--- config.mk ---
export PLATFORM = sky130hd
export DESIGN_NAME = cmf_clock_monitor
export DESIGN_NICKNAME = d
export VERILOG_FILES = /design/src/rtl/cmf_edge_watch.v /design/src/rtl/cmf_pow2_timer.v /design/src/rtl/cmf_clock_monitor.v
export VERILOG_INCLUDE_DIRS = /design/src /design/src/rtl
export SDC_FILE = /design/constraint.sdc
export NUM_CORES = 1
export LEC_CHECK = 0
export ABC_AREA = 0
export BUFFER_PORTS_ARGS = -buffer_cell sky130_fd_sc_hd__buf_2
export CAP_MARGIN = 20
export CORE_MARGIN = 2
export CORE_UTILIZATION = 55
export DETAILED_ROUTE_END_ITERATION = 10
export PLACE_DENSITY_LB_ADDON = 0.3
export SLEW_MARGIN = 20
export SYNTH_ARGS = -nofsm -noshare
export SYNTH_HDL_FRONTEND = slang
export SYNTH_SLANG_ARGS = --single-unit
--- constraint.sdc ---
create_clock -name aclk -period 4.4 [get_ports aclk]
set_input_delay 1.1 -clock aclk [delete_from_list [all_inputs] [get_ports aclk]]
set_output_delay 1.1 -clock aclk [all_outputs]
set_load 0.05 [all_outputs]
--- src/rtl/cmf_consts.vh ---
// Constants for the main clock monitor and fallback block.
`ifndef CMF_CONSTS_VH
`define CMF_CONSTS_VH

// ==================================================================
// Register byte offsets
`define CMF_OFS_OSC_MODE 12'h000
`define CMF_OFS_MON_MODE 12'h004
`define CMF_OFS_STAB_SEL 12'h008
`define CMF_OFS_WDT_MODE 12'h00C
`define CMF_OFS_STATUS 12'h010

// ==================================================================
// Field positions and widths
`define CMF_BIT_OSC_STOP 0
`define CMF_BIT_MON_EN 0
`define CMF_STAB_SEL_W 4
`define CMF_WDT_MODE_W 3
`define CMF_ST_FALLBACK 0
`define CMF_ST_MONITOR 1
`define CMF_ST_STAB_WAIT 2
`define CMF_ST_OSC_RUN 3
`define CMF_ST_MAIN_RUN 4

// ==================================================================
// Reset values
`define CMF_RST_OSC_MODE 8'h00
`define CMF_RST_MON_MODE 8'h00
`define CMF_RST_STAB_SEL 4'h0
`define CMF_RST_WDT_MODE 3'h0

// ==================================================================
// Timing counts as powers of two, then counter widths and the supervision window in cycles
`define CMF_STAB_RST_EXP 5'h0D
`define CMF_STAB_RST_LONG_EXP 5'h0F
`define CMF_STAB_STOP_MIN_EXP 5'h0D
`define CMF_STAB_STOP_MAX_EXP 5'h15
`define CMF_WDT_RST_EXP 5'h13
`define CMF_WDT_STOP_MIN_EXP 5'h0C
`define CMF_TIMER_W 22
`define CMF_MON_WINDOW 6'h10
`define CMF_MON_W 6

// ==================================================================
// Bus responses
`define CMF_RESP_OKAY 2'h0
`define CMF_RESP_DECERR 2'h3

`endif

--- src/rtl/cmf_edge_watch.v ---
// Pin synchroniser that reports each settled change of the main clock.
`timescale 1ns/100ps
module cmf_edge_watch (
    input wire aclk,
    input wire aresetn,
    input wire pin_in,
    output reg level,
    output reg change
);
    reg sync_a;
    reg sync_b;
    reg sync_c;

    // ==================================================================
    // Three stages; a change counts once the second and third agree.
    always @(posedge aclk) begin
        if (!aresetn) begin
            sync_a <= 1'b0;
            sync_b <= 1'b0;
            sync_c <= 1'b0;
            level <= 1'b0;
            change <= 1'b0;
        end else begin
            sync_a <= pin_in;
            sync_b <= sync_a;
            sync_c <= sync_b;
            change <= 1'b0;
            if (sync_b == sync_c && sync_c != level) begin
                level <= sync_c;
                change <= 1'b1;
            end
        end
    end
endmodule // cmf_edge_watch

--- src/rtl/cmf_pow2_timer.v ---
// Counter that flags completion after two to the power exp ticks.
`timescale 1ns/100ps
`include "cmf_consts.vh"
module cmf_pow2_timer (
    input wire aclk,
    input wire aresetn,
    input wire clear,
    input wire tick,
    input wire [4:0] exp,
    output reg done
);
    reg [`CMF_TIMER_W-1:0] count;
    wire [`CMF_TIMER_W-1:0] limit;

    assign limit = ({{(`CMF_TIMER_W-1){1'b0}}, 1'b1} << exp) - {{(`CMF_TIMER_W-1){1'b0}}, 1'b1};

    // ==================================================================
    // Counting; done stays high until the next clear.
    always @(posedge aclk) begin
        if (!aresetn || clear) begin
            count <= {`CMF_TIMER_W{1'b0}};
            done <= 1'b0;
        end else if (tick && !done) begin
            if (count == limit) begin
                done <= 1'b1;
            end else begin
                count <= count + {{(`CMF_TIMER_W-1){1'b0}}, 1'b1};
            end
        end
    end
endmodule // cmf_pow2_timer

--- src/rtl/cmf_clock_monitor.v ---
// Main clock monitor with internal oscillator fallback and AXI4-Lite registers.
//
// Added by the designer: the placing of the registers and the AXI4-Lite interface to the registers.
`timescale 1ns/100ps
`include "cmf_consts.vh"
module cmf_clock_monitor #(
    parameter [4:0] EXP_REDUCE = 5'h00
) (
    input wire aclk,
    input wire aresetn,
    input wire [11:0] s_axi_awaddr,
    input wire s_axi_awvalid,
    output reg s_axi_awready,
    input wire [31:0] s_axi_wdata,
    input wire [3:0] s_axi_wstrb,
    input wire s_axi_wvalid,
    output reg s_axi_wready,
    output reg [1:0] s_axi_bresp,
    output reg s_axi_bvalid,
    input wire s_axi_bready,
    input wire [11:0] s_axi_araddr,
    input wire s_axi_arvalid,
    output reg s_axi_arready,
    output reg [31:0] s_axi_rdata,
    output reg [1:0] s_axi_rresp,
    output reg s_axi_rvalid,
    input wire s_axi_rready,
    input wire main_clk_pin,
    input wire osc_stop_permit,
    input wire stab_long_option,
    input wire stop_request,
    input wire stop_release,
    input wire main_osc_stop,
    input wire cpu_on_subclock_flag,
    output reg monitor_reset,
    output reg fallback_active_flag,
    output reg int_osc_enable,
    output reg main_osc_enable
);
    localparam [1:0] ST_WAIT = 2'b00;
    localparam [1:0] ST_RUN = 2'b01;
    localparam [1:0] ST_STOP = 2'b10;
    localparam [1:0] ST_FALLBACK = 2'b11;

    reg [7:0] internal_osc_mode;
    reg [7:0] monitor_mode_reg;
    reg [`CMF_STAB_SEL_W-1:0] stabilization_select;
    reg [`CMF_WDT_MODE_W-1:0] watchdog2_mode;
    reg [1:0] state;
    reg [1:0] next_state;
    reg from_stop;
    reg main_paused;
    reg [`CMF_MON_W-1:0] window_count;
    reg [4:0] stab_exp;
    reg [4:0] wdt_exp;
    reg [4:0] stop_stab_exp;
    reg [7:0] read_value;
    reg read_hit;
    reg write_hit;
    wire main_level;
    wire main_change;
    wire stab_done;
    wire wdt_done;
    wire in_wait;
    wire monitor_active;
    wire write_fire;
    wire read_fire;

    // ==================================================================
    // Main clock sampling, the stabilization timer and watchdog two.
    cmf_edge_watch u_edge (
        .aclk(aclk),
        .aresetn(aresetn),
        .pin_in(main_clk_pin),
        .level(main_level),
        .change(main_change)
    );

    assign in_wait = (state == ST_WAIT);

    always @* begin
        stop_stab_exp = `CMF_STAB_STOP_MIN_EXP + {1'b0, stabilization_select};
        if (stop_stab_exp > `CMF_STAB_STOP_MAX_EXP) begin
            stop_stab_exp = `CMF_STAB_STOP_MAX_EXP;
        end
        if (from_stop) begin
            stab_exp = stop_stab_exp - EXP_REDUCE;
            wdt_exp = `CMF_WDT_STOP_MIN_EXP + {2'b00, watchdog2_mode} - EXP_REDUCE;
        end else begin
            stab_exp = (stab_long_option ? `CMF_STAB_RST_LONG_EXP
                                         : `CMF_STAB_RST_EXP) - EXP_REDUCE;
            wdt_exp = `CMF_WDT_RST_EXP - EXP_REDUCE;
        end
    end

    // Stabilization counts main clock cycles.
    cmf_pow2_timer u_stab (
        .aclk(aclk),
        .aresetn(aresetn),
        .clear(!in_wait),
        .tick(main_change && main_level),
        .exp(stab_exp),
        .done(stab_done)
    );

    // Watchdog two counts internal oscillator cycles.
    cmf_pow2_timer u_wdt (
        .aclk(aclk),
        .aresetn(aresetn),
        .clear(!in_wait),
        .tick(int_osc_enable),
        .exp(wdt_exp),
        .done(wdt_done)
    );

    // ==================================================================
    // Operating state.
    always @* begin
        next_state = state;
        case (state)
            ST_WAIT: begin
                if (stab_done) begin
                    next_state = ST_RUN;
                end else if (wdt_done) begin
                    next_state = ST_FALLBACK;
                end
            end
            ST_RUN: begin
                if (stop_request) begin
                    next_state = ST_STOP;
                end
            end
            ST_STOP: begin
                if (stop_release) begin
                    next_state = ST_WAIT;
                end
            end
            ST_FALLBACK: begin
                next_state = ST_FALLBACK;
            end
            default: begin
                next_state = ST_WAIT;
            end
        endcase
    end

    always @(posedge aclk) begin
        if (!aresetn) begin
            state <= ST_WAIT;
            from_stop <= 1'b0;
            fallback_active_flag <= 1'b0;
            main_osc_enable <= 1'b0;
            int_osc_enable <= 1'b0;
            main_paused <= 1'b0;
        end else begin
            state <= next_state;
            if (state == ST_STOP && stop_release) begin
                from_stop <= 1'b1;
            end
            fallback_active_flag <= (next_state == ST_FALLBACK);
            main_osc_enable <= (next_state != ST_STOP);
            int_osc_enable <= !(internal_osc_mode[`CMF_BIT_OSC_STOP] && osc_stop_permit);
            if (main_osc_stop && cpu_on_subclock_flag) begin
                main_paused <= 1'b1;
            end else if (!main_osc_stop && !cpu_on_subclock_flag) begin
                main_paused <= 1'b0;
            end
        end
    end

    // ==================================================================
    // Supervision window.
    assign monitor_active = monitor_mode_reg[`CMF_BIT_MON_EN]
                            && state == ST_RUN
                            && !fallback_active_flag
                            && !main_paused
                            && int_osc_enable;

    always @(posedge aclk) begin
        if (!aresetn) begin
            window_count <= {`CMF_MON_W{1'b0}};
            monitor_reset <= 1'b0;
        end else begin
            monitor_reset <= 1'b0;
            if (!monitor_active || main_change) begin
                window_count <= {`CMF_MON_W{1'b0}};
            end else if (window_count == `CMF_MON_WINDOW - 6'h01) begin
                window_count <= {`CMF_MON_W{1'b0}};
                monitor_reset <= 1'b1;
            end else begin
                window_count <= window_count + 6'h01;
            end
        end
    end

    // ==================================================================
    // AXI4-Lite write channel.
    assign write_fire = s_axi_awvalid && s_axi_awready && s_axi_wvalid && s_axi_wready;

    always @* begin
        case (s_axi_awaddr)
            `CMF_OFS_OSC_MODE, `CMF_OFS_MON_MODE, `CMF_OFS_STAB_SEL,
            `CMF_OFS_WDT_MODE, `CMF_OFS_STATUS: write_hit = 1'b1;
            default: write_hit = 1'b0;
        endcase
    end

    always @(posedge aclk) begin
        if (!aresetn) begin
            s_axi_awready <= 1'b0;
            s_axi_wready <= 1'b0;
            s_axi_bvalid <= 1'b0;
            s_axi_bresp <= `CMF_RESP_OKAY;
            internal_osc_mode <= `CMF_RST_OSC_MODE;
            monitor_mode_reg <= `CMF_RST_MON_MODE;
            stabilization_select <= `CMF_RST_STAB_SEL;
            watchdog2_mode <= `CMF_RST_WDT_MODE;
        end else begin
            s_axi_awready <= 1'b0;
            s_axi_wready <= 1'b0;
            if (!s_axi_awready && s_axi_awvalid && s_axi_wvalid && !s_axi_bvalid) begin
                s_axi_awready <= 1'b1;
                s_axi_wready <= 1'b1;
            end
            if (s_axi_bvalid && s_axi_bready) begin
                s_axi_bvalid <= 1'b0;
            end
            if (write_fire) begin
                s_axi_bvalid <= 1'b1;
                s_axi_bresp <= write_hit ? `CMF_RESP_OKAY : `CMF_RESP_DECERR;
                if (s_axi_wstrb[0]) begin
                    case (s_axi_awaddr)
                        `CMF_OFS_OSC_MODE: begin
                            internal_osc_mode <= {7'h00, s_axi_wdata[`CMF_BIT_OSC_STOP]};
                        end
                        `CMF_OFS_MON_MODE: begin
                            if (s_axi_wdata[`CMF_BIT_MON_EN]) begin
                                monitor_mode_reg <= 8'h01;
                            end
                        end
                        `CMF_OFS_STAB_SEL: begin
                            stabilization_select <= s_axi_wdata[`CMF_STAB_SEL_W-1:0];
                        end
                        `CMF_OFS_WDT_MODE: begin
                            watchdog2_mode <= s_axi_wdata[`CMF_WDT_MODE_W-1:0];
                        end
                        default: begin
                            internal_osc_mode <= internal_osc_mode;
                        end
                    endcase
                end
            end
        end
    end

    // ==================================================================
    // AXI4-Lite read channel.
    assign read_fire = s_axi_arvalid && s_axi_arready;

    always @* begin
        read_hit = 1'b1;
        read_value = 8'h00;
        case (s_axi_araddr)
            `CMF_OFS_OSC_MODE: read_value = internal_osc_mode;
            `CMF_OFS_MON_MODE: read_value = monitor_mode_reg;
            `CMF_OFS_STAB_SEL: read_value = {4'h0, stabilization_select};
            `CMF_OFS_WDT_MODE: read_value = {5'h00, watchdog2_mode};
            `CMF_OFS_STATUS: begin
                read_value[`CMF_ST_FALLBACK] = fallback_active_flag;
                read_value[`CMF_ST_MONITOR] = monitor_active;
                read_value[`CMF_ST_STAB_WAIT] = in_wait;
                read_value[`CMF_ST_OSC_RUN] = int_osc_enable;
                read_value[`CMF_ST_MAIN_RUN] = main_osc_enable;
            end
            default: read_hit = 1'b0;
        endcase
    end

    always @(posedge aclk) begin
        if (!aresetn) begin
            s_axi_arready <= 1'b0;
            s_axi_rvalid <= 1'b0;
            s_axi_rdata <= 32'h00000000;
            s_axi_rresp <= `CMF_RESP_OKAY;
        end else begin
            s_axi_arready <= !s_axi_arready && s_axi_arvalid && !s_axi_rvalid;
            if (s_axi_rvalid && s_axi_rready) begin
                s_axi_rvalid <= 1'b0;
            end
            if (read_fire) begin
                s_axi_rvalid <= 1'b1;
                s_axi_rdata <= {24'h000000, read_value};
                s_axi_rresp <= read_hit ? `CMF_RESP_OKAY : `CMF_RESP_DECERR;
            end
        end
    end
endmodule // cmf_clock_monitor

# Word level (Yosys, flattened, before mapping)
# Index checks and enable logic that the tools add are counted.
# totals
ff_bits	87
elab_cells	139
in_bits	74
out_inout_bits	45
# op_classes
bitwise	3
add_sub_neg	7
n_reduce_logical	57
n_lt_le_gt_ge	1
mux	23
n_eq_ne	18
n_shift	2
# op_table
op	n
$eq 12x4->1 const B	4
$add 22x1->22 const B	2
$eq 22x22->1	2
$shl 1x5->22 const A	2
$sub 22x1->22 const B	2
$pmux 5 s5	1
$eq 12x3->1 const B	2
$eq 12x5->1 const B	2
$logic_not 12->1	2
$logic_and 1x1->1	23
$mux 5	3
$logic_not 1->1	14
$mux 2	7
$mux 1	11
$reduce_or 5->1	2
$reduce_and 3->1	3
$pmux 2 s4	1
$reduce_and 2->1	4
$add 6x1->6 const B	1
$eq 2x2->1 const B	3
$eq 6x4->1 const B	1
$reduce_bool 2->1	3
$add 4x3->5 const A	1
$add 4x4->5 const A	1
other kinds (11)	14

# Logic depth before layout (Yosys ltp)
# Gate-level depths: netlist of the first run.
# depth
word_depth	9
mapped_depth	15
ltp_nobuf	11

# Modules after synthesis
# A second synthesis of the first run with hierarchy kept.
# hier_totals
hier_cells	772
hier_area_um2	6288.5
# by_module_without_submodules
mod	instances	cells_per_inst	area_per_inst_um2	seq_area_each_um2
cmf_pow2_timer	2	265	2100.8	460.4
cmf_clock_monitor	1	228	1923.1	680.7
cmf_edge_watch	1	14	163.9	100.1

# Least setup slack after synthesis of the first run
# OpenSTA, ideal clock, no wires.
# synth_path
path_kind	register -> register
start	register stabilization_select[0]
end	register u_stab.count[20]
t_required_ns	4.330
synth_period_minus_slack_ns	3.366
setup_slack_ns	1.034
setup_time_ns	0.070
path_stages_with_launch	16
t_arrival_ns	3.296
path_buffers	5
path_cell_list	dfxtp_1 > clkbuf_1 > inv_1 > ha_1 > clkbuf_1 > o311a_1 > a21o_1 > buf_6 > o2111ai_1 > a2111oi_2 > nand4b_1 > o31ai_4 > buf_4 > buf_6 > o21ai_1 > a21oi_1
# synth_via
elab_chain_cells	9
# synth_rtl
item	line	rtl
from (decl)	cmf_clock_monitor.v:47	reg [`CMF_STAB_SEL_W-1:0] stabilization_select;
from (signal assigned)	cmf_clock_monitor.v:216	stabilization_select <= `CMF_RST_STAB_SEL;
from (signal assigned)	cmf_clock_monitor.v:242	stabilization_select <= s_axi_wdata[`CMF_STAB_SEL_W-1:0];
$add 4x4->5 (no source line) *	n/a	
$gt 5x5->1 (no source line)	n/a	
$mux 5 *	cmf_clock_monitor.v:83	if (stop_stab_exp > `CMF_STAB_STOP_MAX_EXP) begin
$mux 5 *	cmf_clock_monitor.v:86	if (from_stop) begin
$shl 1x5->22 *	cmf_pow2_timer.v:15	assign limit = ({{(`CMF_TIMER_W-1){1'b0}}, 1'b1} << exp) - {{(`CMF_TIMER_W-1){1'b0}}, 1'b1};
$sub 22x1->22 *	cmf_pow2_timer.v:15	
$eq 22x22->1 *	cmf_pow2_timer.v:24	if (count == limit) begin
$not 1->1 (no source line) *	n/a	
$reduce_and 2->1 (no source line) *	n/a	
to (signal assigned)	cmf_pow2_timer.v:21	count <= {`CMF_TIMER_W{1'b0}};
to (signal assigned)	cmf_pow2_timer.v:27	count <= count + {{(`CMF_TIMER_W-1){1'b0}}, 1'b1};
to (decl)	cmf_pow2_timer.v:12	reg [`CMF_TIMER_W-1:0] count;
# Every way passes the cells marked *; elsewhere a longest branch is shown, timed or not.
# A chain may end at the register's enable or synchronous reset.

# Final worst setup path of the first run
# layout_path
start	register stabilization_select[1]
end	register u_stab.count[6]
# The elaborated chain is that of the path after synthesis.

==> flow_summary.ini, run 1 <==
[critical_path]
crit_chain = buf_4, inv_1, ha_1, inv_1, a2111oi_0, nor3_1, o2111ai_1, a2111oi_2, nand4b_1, o31ai_4, buf_4, or4_1, a21oi_1
slowest_delay_ns = 0.63
cpMaxStageDelayCell = a2111oi_0
end_kind = flop
criticalPathCategory = flop to flop
cp_max_fo = 41
arrival_ns = 4.08
critPathBufInv = 4
cp-start-kind = flop
cp_data_required_time_ns = 4.67
crit_family = compound AO/OA/AOI/OAI gates

[grt]
grt_overflow = 0
grt_pass1_vias = 4465
grt_pass1_wl_um = 20400
gr-usage-all-layers_pct = 24.1
grt_antenna_before_repair = 0
grt_max_degree = 42

[sta]
rsz0062_at_grt = no
tightest_slew_ns = 0.799
holdWs_ns = 0.444
period_share_pct = 86.7
slew_violations = 0
setup_viol = 0
final_hold_viol_count = 0
skew_ns = 0.0152
max_slew_margin_pct = 46.6
max_clock_freq_mhz = 262
setup_tns_ns = 0
period_needed_ns = 3.81

[logic_synthesis]
ys_ff_latch = 85
synth_cells = 659
avgSynthCellArea_um2 = 7.96
yosys_warnings = 0
async_flop_share_pct = 0
netlist_area_mm2 = 0.00525
synthFlopType = dfxtp_1
seq_area_frac_synth_pct = 32.4
synth-edff-count = 0
yosysUniqueCellTypes = 75

[cts]
numCtsBuffers = 9
cts_resized = 0
cts_tree = done
post_cts_buffers = 0
clockBufferDepth = 2
cts.sinks = 85
clk_pin_slew_ns = 0.09
root_buffer = clkbuf_8
h-tree-depth = 3
clk_latency_ns = 0.35
ctsHoldBuffers = 0

[place]
gp_congestion = 0.945
place_hpwl_um = 9040
placed_area_mm2 = 0.00546
portBuffers = 60

[outcome]
status = finished, final reports clean

[routing]
drt_iter0_markers = 271
routed_wl_um = 12600
viasPerCell = 5.92
num_vias = 4952
dr.pass1.iters = 5
antenna_left = 0
wl_per_cell_um = 15.1
post-route-drc-count = 0

[power_and_ir_drop]
ir_drop_v = 0.000220
powerDensity_mw_per_mm2 = 272
p_leak_uw = 0.00204
power_uw = 1540

[final_layout]
fin_area_mm2 = 0.00568
layout-drive-gt1-share_pct = 14.1
top_regs = u_stab.count x22, u_wdt.count x22, window_count x6
diodes = 0
fin_util_pct = 61.4
final_nets = 785
syn2layout_area_growth_pct = 8.18

[floorplanning]
core-area_mm2 = 0.00924
rows = 35
die_h_um = 102
die_w_um = 102
ios = 119
dieArea_mm2 = 0.0103
start_util_pct = 56.8

[worst_hold_path]
min_path_type = flop to flop

[flow_run]
max_cap_violations = 0
## where the power goes
group          internal, uW  leakage [uW]  switching (uW)
Combinational          39.1       0.00125             111
Clock                   320      0.000103             289
Sequential              775      0.000687            6.69
## cells in the mapped netlist (8+ instances only)
cell type	number	area (um2)
ha_1	8	100
or4_1	13	97.6
clkbuf_1	20	75.1
nor2_1	65	244
nand2_1	48	180
o21ai_1	10	50.1
nand4_1	10	62.6
dfxtp_1	85	1700
nand3_1	35	175
xor2_1	11	96.3
or3_1	21	131
inv_1	22	82.6
o21ai_0	25	125
nor3_1	23	115
nor4_1	12	75.1
mux2i_1	14	140
a21oi_1	42	210
buf_4	34	255
xnor2_1	24	210
## cell usage in the layout, fill, tap and decap left out, types with 3 or more instances in the layout
master     instances
dfxtp_1           85
nor2_1            65
buf_2             60
nand2_1           48
a21oi_1           42
nand3_1           35
conb_1            31
o21ai_0           25
xnor2_1           24
nor3_1            23
inv_1             22
or3_1             21
mux2i_1           14
or4_1             13
nor4_1            12
xor2_1            11
nand4_1           10
o21ai_1           10
clkbuf_8           9
ha_1               8
nand2b_1           7
and3_1             7
and2_1             7
o211ai_1           7
nor2b_1            7
o31ai_1            7
buf_4              7
a31oi_1            6
nor3b_1            4
nor4b_1            4
o2111ai_1          4
nand3b_1           3
o21a_1             3
a221o_1            3
a22oi_1            3
## cells by family (layout without fill, tap and decap cells)
| kind of cell | after synthesis | in the layout | share of synthesized area [%] |
|---|---|---|---|
| buffers and inverters | 88 | 107 | 9.54 |
| adder cells (fa/ha/maj) | 8 | 8 | 1.91 |
| XOR/XNOR | 35 | 35 | 5.84 |
| multiplexers | 15 | 15 | 2.88 |
| AO/OA/AOI/OAI | 143 | 143 | 18.3 |
| flip-flops | 85 | 85 | 32.4 |
| other | 2 | 31 | 0.143 |
| AND/OR/NAND/NOR | 283 | 283 | 28.9 |
## area by class of cell
class                      instances  area, um2
inverter                          25       93.8
sequential                        85       1700
tap                              129        161
fill                             838       3560
timing repair buffer              67        353
multi-input combinational        515       3150
clock buffer                      10        128
clock inverter                     5       85.1
## through the flow
| stage | std cells | worst slack (ns) |
|---|---|---|
| after detailed placement | 821 | 0.618 |
| after global routing | 836 | 0.322 |
| after floorplan | 688 | 1.03 |
| after global placement | 821 | 0.671 |
| final | 836 | 0.587 |
| after CTS | 836 | 0.609 |
## layer usage
| layer | vias up | routed length [um] | track usage (%) | share of wire, % |
|---|---|---|---|---|
| met5 | - | 0 | 0 | 0 |
| met4 | 0 | 245 | 9.25 | 1.9 |
| met3 | 26 | 710 | 4.28 | 5.6 |
| met2 | 167 | 6070 | 41.3 | 48 |
| met1 | 2337 | 5560 | 30.0 | 44 |
| li1 | 2422 | - | - | - |
## path summary, 6_finish.rpt
path | cells past startpoint | slack, ns | endpoint | from
hold / removal | 1 | 0.44 | s_axi_arready$_SDFF_PN0_ | s_axi_rvalid$_SDFFE_PN0P_
setup reg to reg | 13 | 0.59 | u_stab.count[6]$_SDFFE_PP0P_ | stabilization_select[1]$_SDFFE_PN0P_
setup / recovery | 13 | 0.59 | u_stab.count[6]$_SDFFE_PP0P_ | stabilization_select[1]$_SDFFE_PN0P_
hold reg to reg | 1 | 0.44 | s_axi_arready$_SDFF_PN0_ | s_axi_rvalid$_SDFFE_PN0P_
Power figures use the tool's default switching activity.
==> inputs of run 2 (changes only) <==
- MAX_ROUTING_LAYER: not set -> met4
- RECOVER_POWER: not set -> 25
==> run 2 against run 1 <==
- count of clock-buffer cells in the layout down 1
- global-route usage barely moved
- clock skew up 0.0071 ns
- sequential share of layout area barely moved
- largest cell class unchanged
- register-to-register slack worse by 0.07 ns
- combinational power about the same
- design area is essentially flat
- die area did not move
- flip-flop and latch count stayed put
==> flow_summary.ini, run 2 (synthesis gave the netlist of run 1 again) <==
[critical_path]
crit_chain = buf_4, inv_1, ha_1, o311a_1, a21o_1, nor2_1, a221o_1, a211oi_2, o31ai_4, buf_4, or4_1, a21oi_1
cp-start-kind = flop
cpMaxStageDelayCell = or4_1
reg2reg_from = stabilization_select[1]$_SDFFE_PN0P_
reg2reg_slack_ns = 0.52
cpMostUsedCell = buf_4
criticalPathCategory = flop to flop
slowest_delay_ns = 0.53
end_kind = flop
arrival_ns = 4.15
cp_max_fo = 41
cp_data_required_time_ns = 4.67
r2r_cells = 12
rr_endpoint = u_stab.count[6]$_SDFFE_PP0P_

[final_layout]
final_nets = 785
fin_area_mm2 = 0.00568
final_common_cell = dfxtp_1
fillCellCount = 841
diodes = 0
seq_area_mm2 = 0.00170
multi_input_area_mm2 = 0.00315
syn2layout_area_growth_pct = 8.23
layout-drive-gt1-share_pct = 13.4
top_regs = u_stab.count x22, u_wdt.count x22, window_count x6
final_cell_mix = dfxtp_1, nor2_1, buf_2

[power_and_ir_drop]
powerDensity_mw_per_mm2 = 276
ir_drop_v = 0.000173
p_leak_uw = 0.00203
power_uw = 1560

[sta]
skew_ns = 0.0223
setup_viol = 0
max_slew_margin_pct = 18.3
setup_tns_ns = 0
period_share_pct = 88.2
max_clock_freq_mhz = 258
slew_violations = 0
tightest_slew_ns = 1.23
fin_ws_ns = 0.521
rsz0062_at_grt = no
period_needed_ns = 3.88
final_hold_viol_count = 0

[grt]
grt_pass1_vias = 4398
gr-usage-all-layers_pct = 24.1
grt_overflow = 0
grt_max_degree = 42
grt_antenna_before_repair = 0
grt_pass1_wl_um = 19700

[cts]
h-tree-depth = 3
cts_tree = done
root_buffer = clkbuf_8
ctsHoldBuffers = 0
numCtsBuffers = 9
clk_latency_ns = 0.36
cts.sinks = 85
clk_pin_slew_ns = 0.10
post_cts_buffers = 0
cts_resized = 0
clockBufferDepth = 2

[routing]
num_vias = 4938
wl_met1_um = 5480
viasPerCell = 5.90
antenna_left = 0
dr_wl_met3_um = 634
wl_met2_um = 6040
top_layer_used = met4
wl_per_cell_um = 14.7
post-route-drc-count = 0
drt_iter0_markers = 208
routed_wl_um = 12300
dr.pass1.iters = 5

[floorplanning]
ios = 119
core-area_mm2 = 0.00924
die_w_um = 102
rows = 35
dieArea_mm2 = 0.0103
start_util_pct = 56.8
die_h_um = 102

[worst_hold_path]
hold_end = s_axi_arready$_SDFF_PN0_
min_path_type = flop to flop
hold_path_depth = 1
worstHoldStart = s_axi_rvalid$_SDFFE_PN0P_

[place]
place_hpwl_um = 8930
pre_cts_ws_ns = 0.581
portBuffers = 60
gp_congestion = 0.934
placed_area_mm2 = 0.00546

[flow_run]
max_cap_violations = 0

[outcome]
status = finished, final reports clean
-- run 2: changes by cell type in the layout (fill, tap and decap cells not counted), sizes merged --
cell | previous run | this run
buf | 67 | 60
clkbuf | 10 | 16
inv | 25 | 27
clkinv | 2 | 3
clkinvlp | 1 | 0
-- run 2: layout make-up --
class	instances	area share, %
clock buffers	9	2.18
clock inverters	7	1.81
inverters	25	1.65
multi-input cells	515	55.5
flip-flops and latches	85	30.0
well taps	129	2.84
repair buffers	67	6.01
-- run 2: report_power, final --
part | switching [uW] | leakage, uW | internal (uW) | total, uW
clock network | 305 | 0.000116 | 328 | 633
logic | 112 | 0.00122 | 38.5 | 150
registers | 6.29 | 0.000687 | 775 | 782
total | 423 | 0.00203 | 1140 | 1560
-- run 2: how the worst max path moves through the flow --
| stage | start | endpoint | slack, ns |
|---|---|---|---|
| 2_1_floorplan | stabilization_select[0]$_SDFFE_PN0P_ | u_stab.count[20]$_SDFFE_PP0P_ | 1.03 |
| 3_3_place_gp | stab_long_option | u_stab.count[9]$_SDFFE_PP0P_ | 0.66 |
| 3_5_place_dp | stab_long_option | u_stab.count[6]$_SDFFE_PP0P_ | 0.58 |
| 4_1_cts | stabilization_select[1]$_SDFFE_PN0P_ | u_stab.count[6]$_SDFFE_PP0P_ | 0.59 |
| 5_1_grt | stabilization_select[1]$_SDFFE_PN0P_ | u_stab.count[10]$_SDFFE_PP0P_ | 0.28 |
| 6_report | stabilization_select[1]$_SDFFE_PN0P_ | u_stab.count[6]$_SDFFE_PP0P_ | 0.52 |
-- run 2: routing by layer --
layer  GRT usage [%]  up-vias
met5               -        -
met1            29.8     2340
met2            39.7      153
met4            8.94        0
met3            3.66       25
li1                -     2420
-- run 2: worst max-delay path: cells and delay by family, from the launching register on --
kind                       cells  cell delay (ns)
adders and majority gates      1             0.47
DFF                            1             0.41
buffers and inverters          3             0.58
AOI/OAI and AO/OA              6             1.69
and+or+nand+nor                2             0.65
-- run 2: per-stage QoR --
step                      utilization (%)  hold WS (ns)  std cells
after CTS                            61.6         0.453        837
after floorplan                         -         0.412        688
after detailed placement             59.1         0.433        821
after global placement               59.1         0.423        821
final                                61.5         0.449        837
after global routing                 61.5         0.474        837
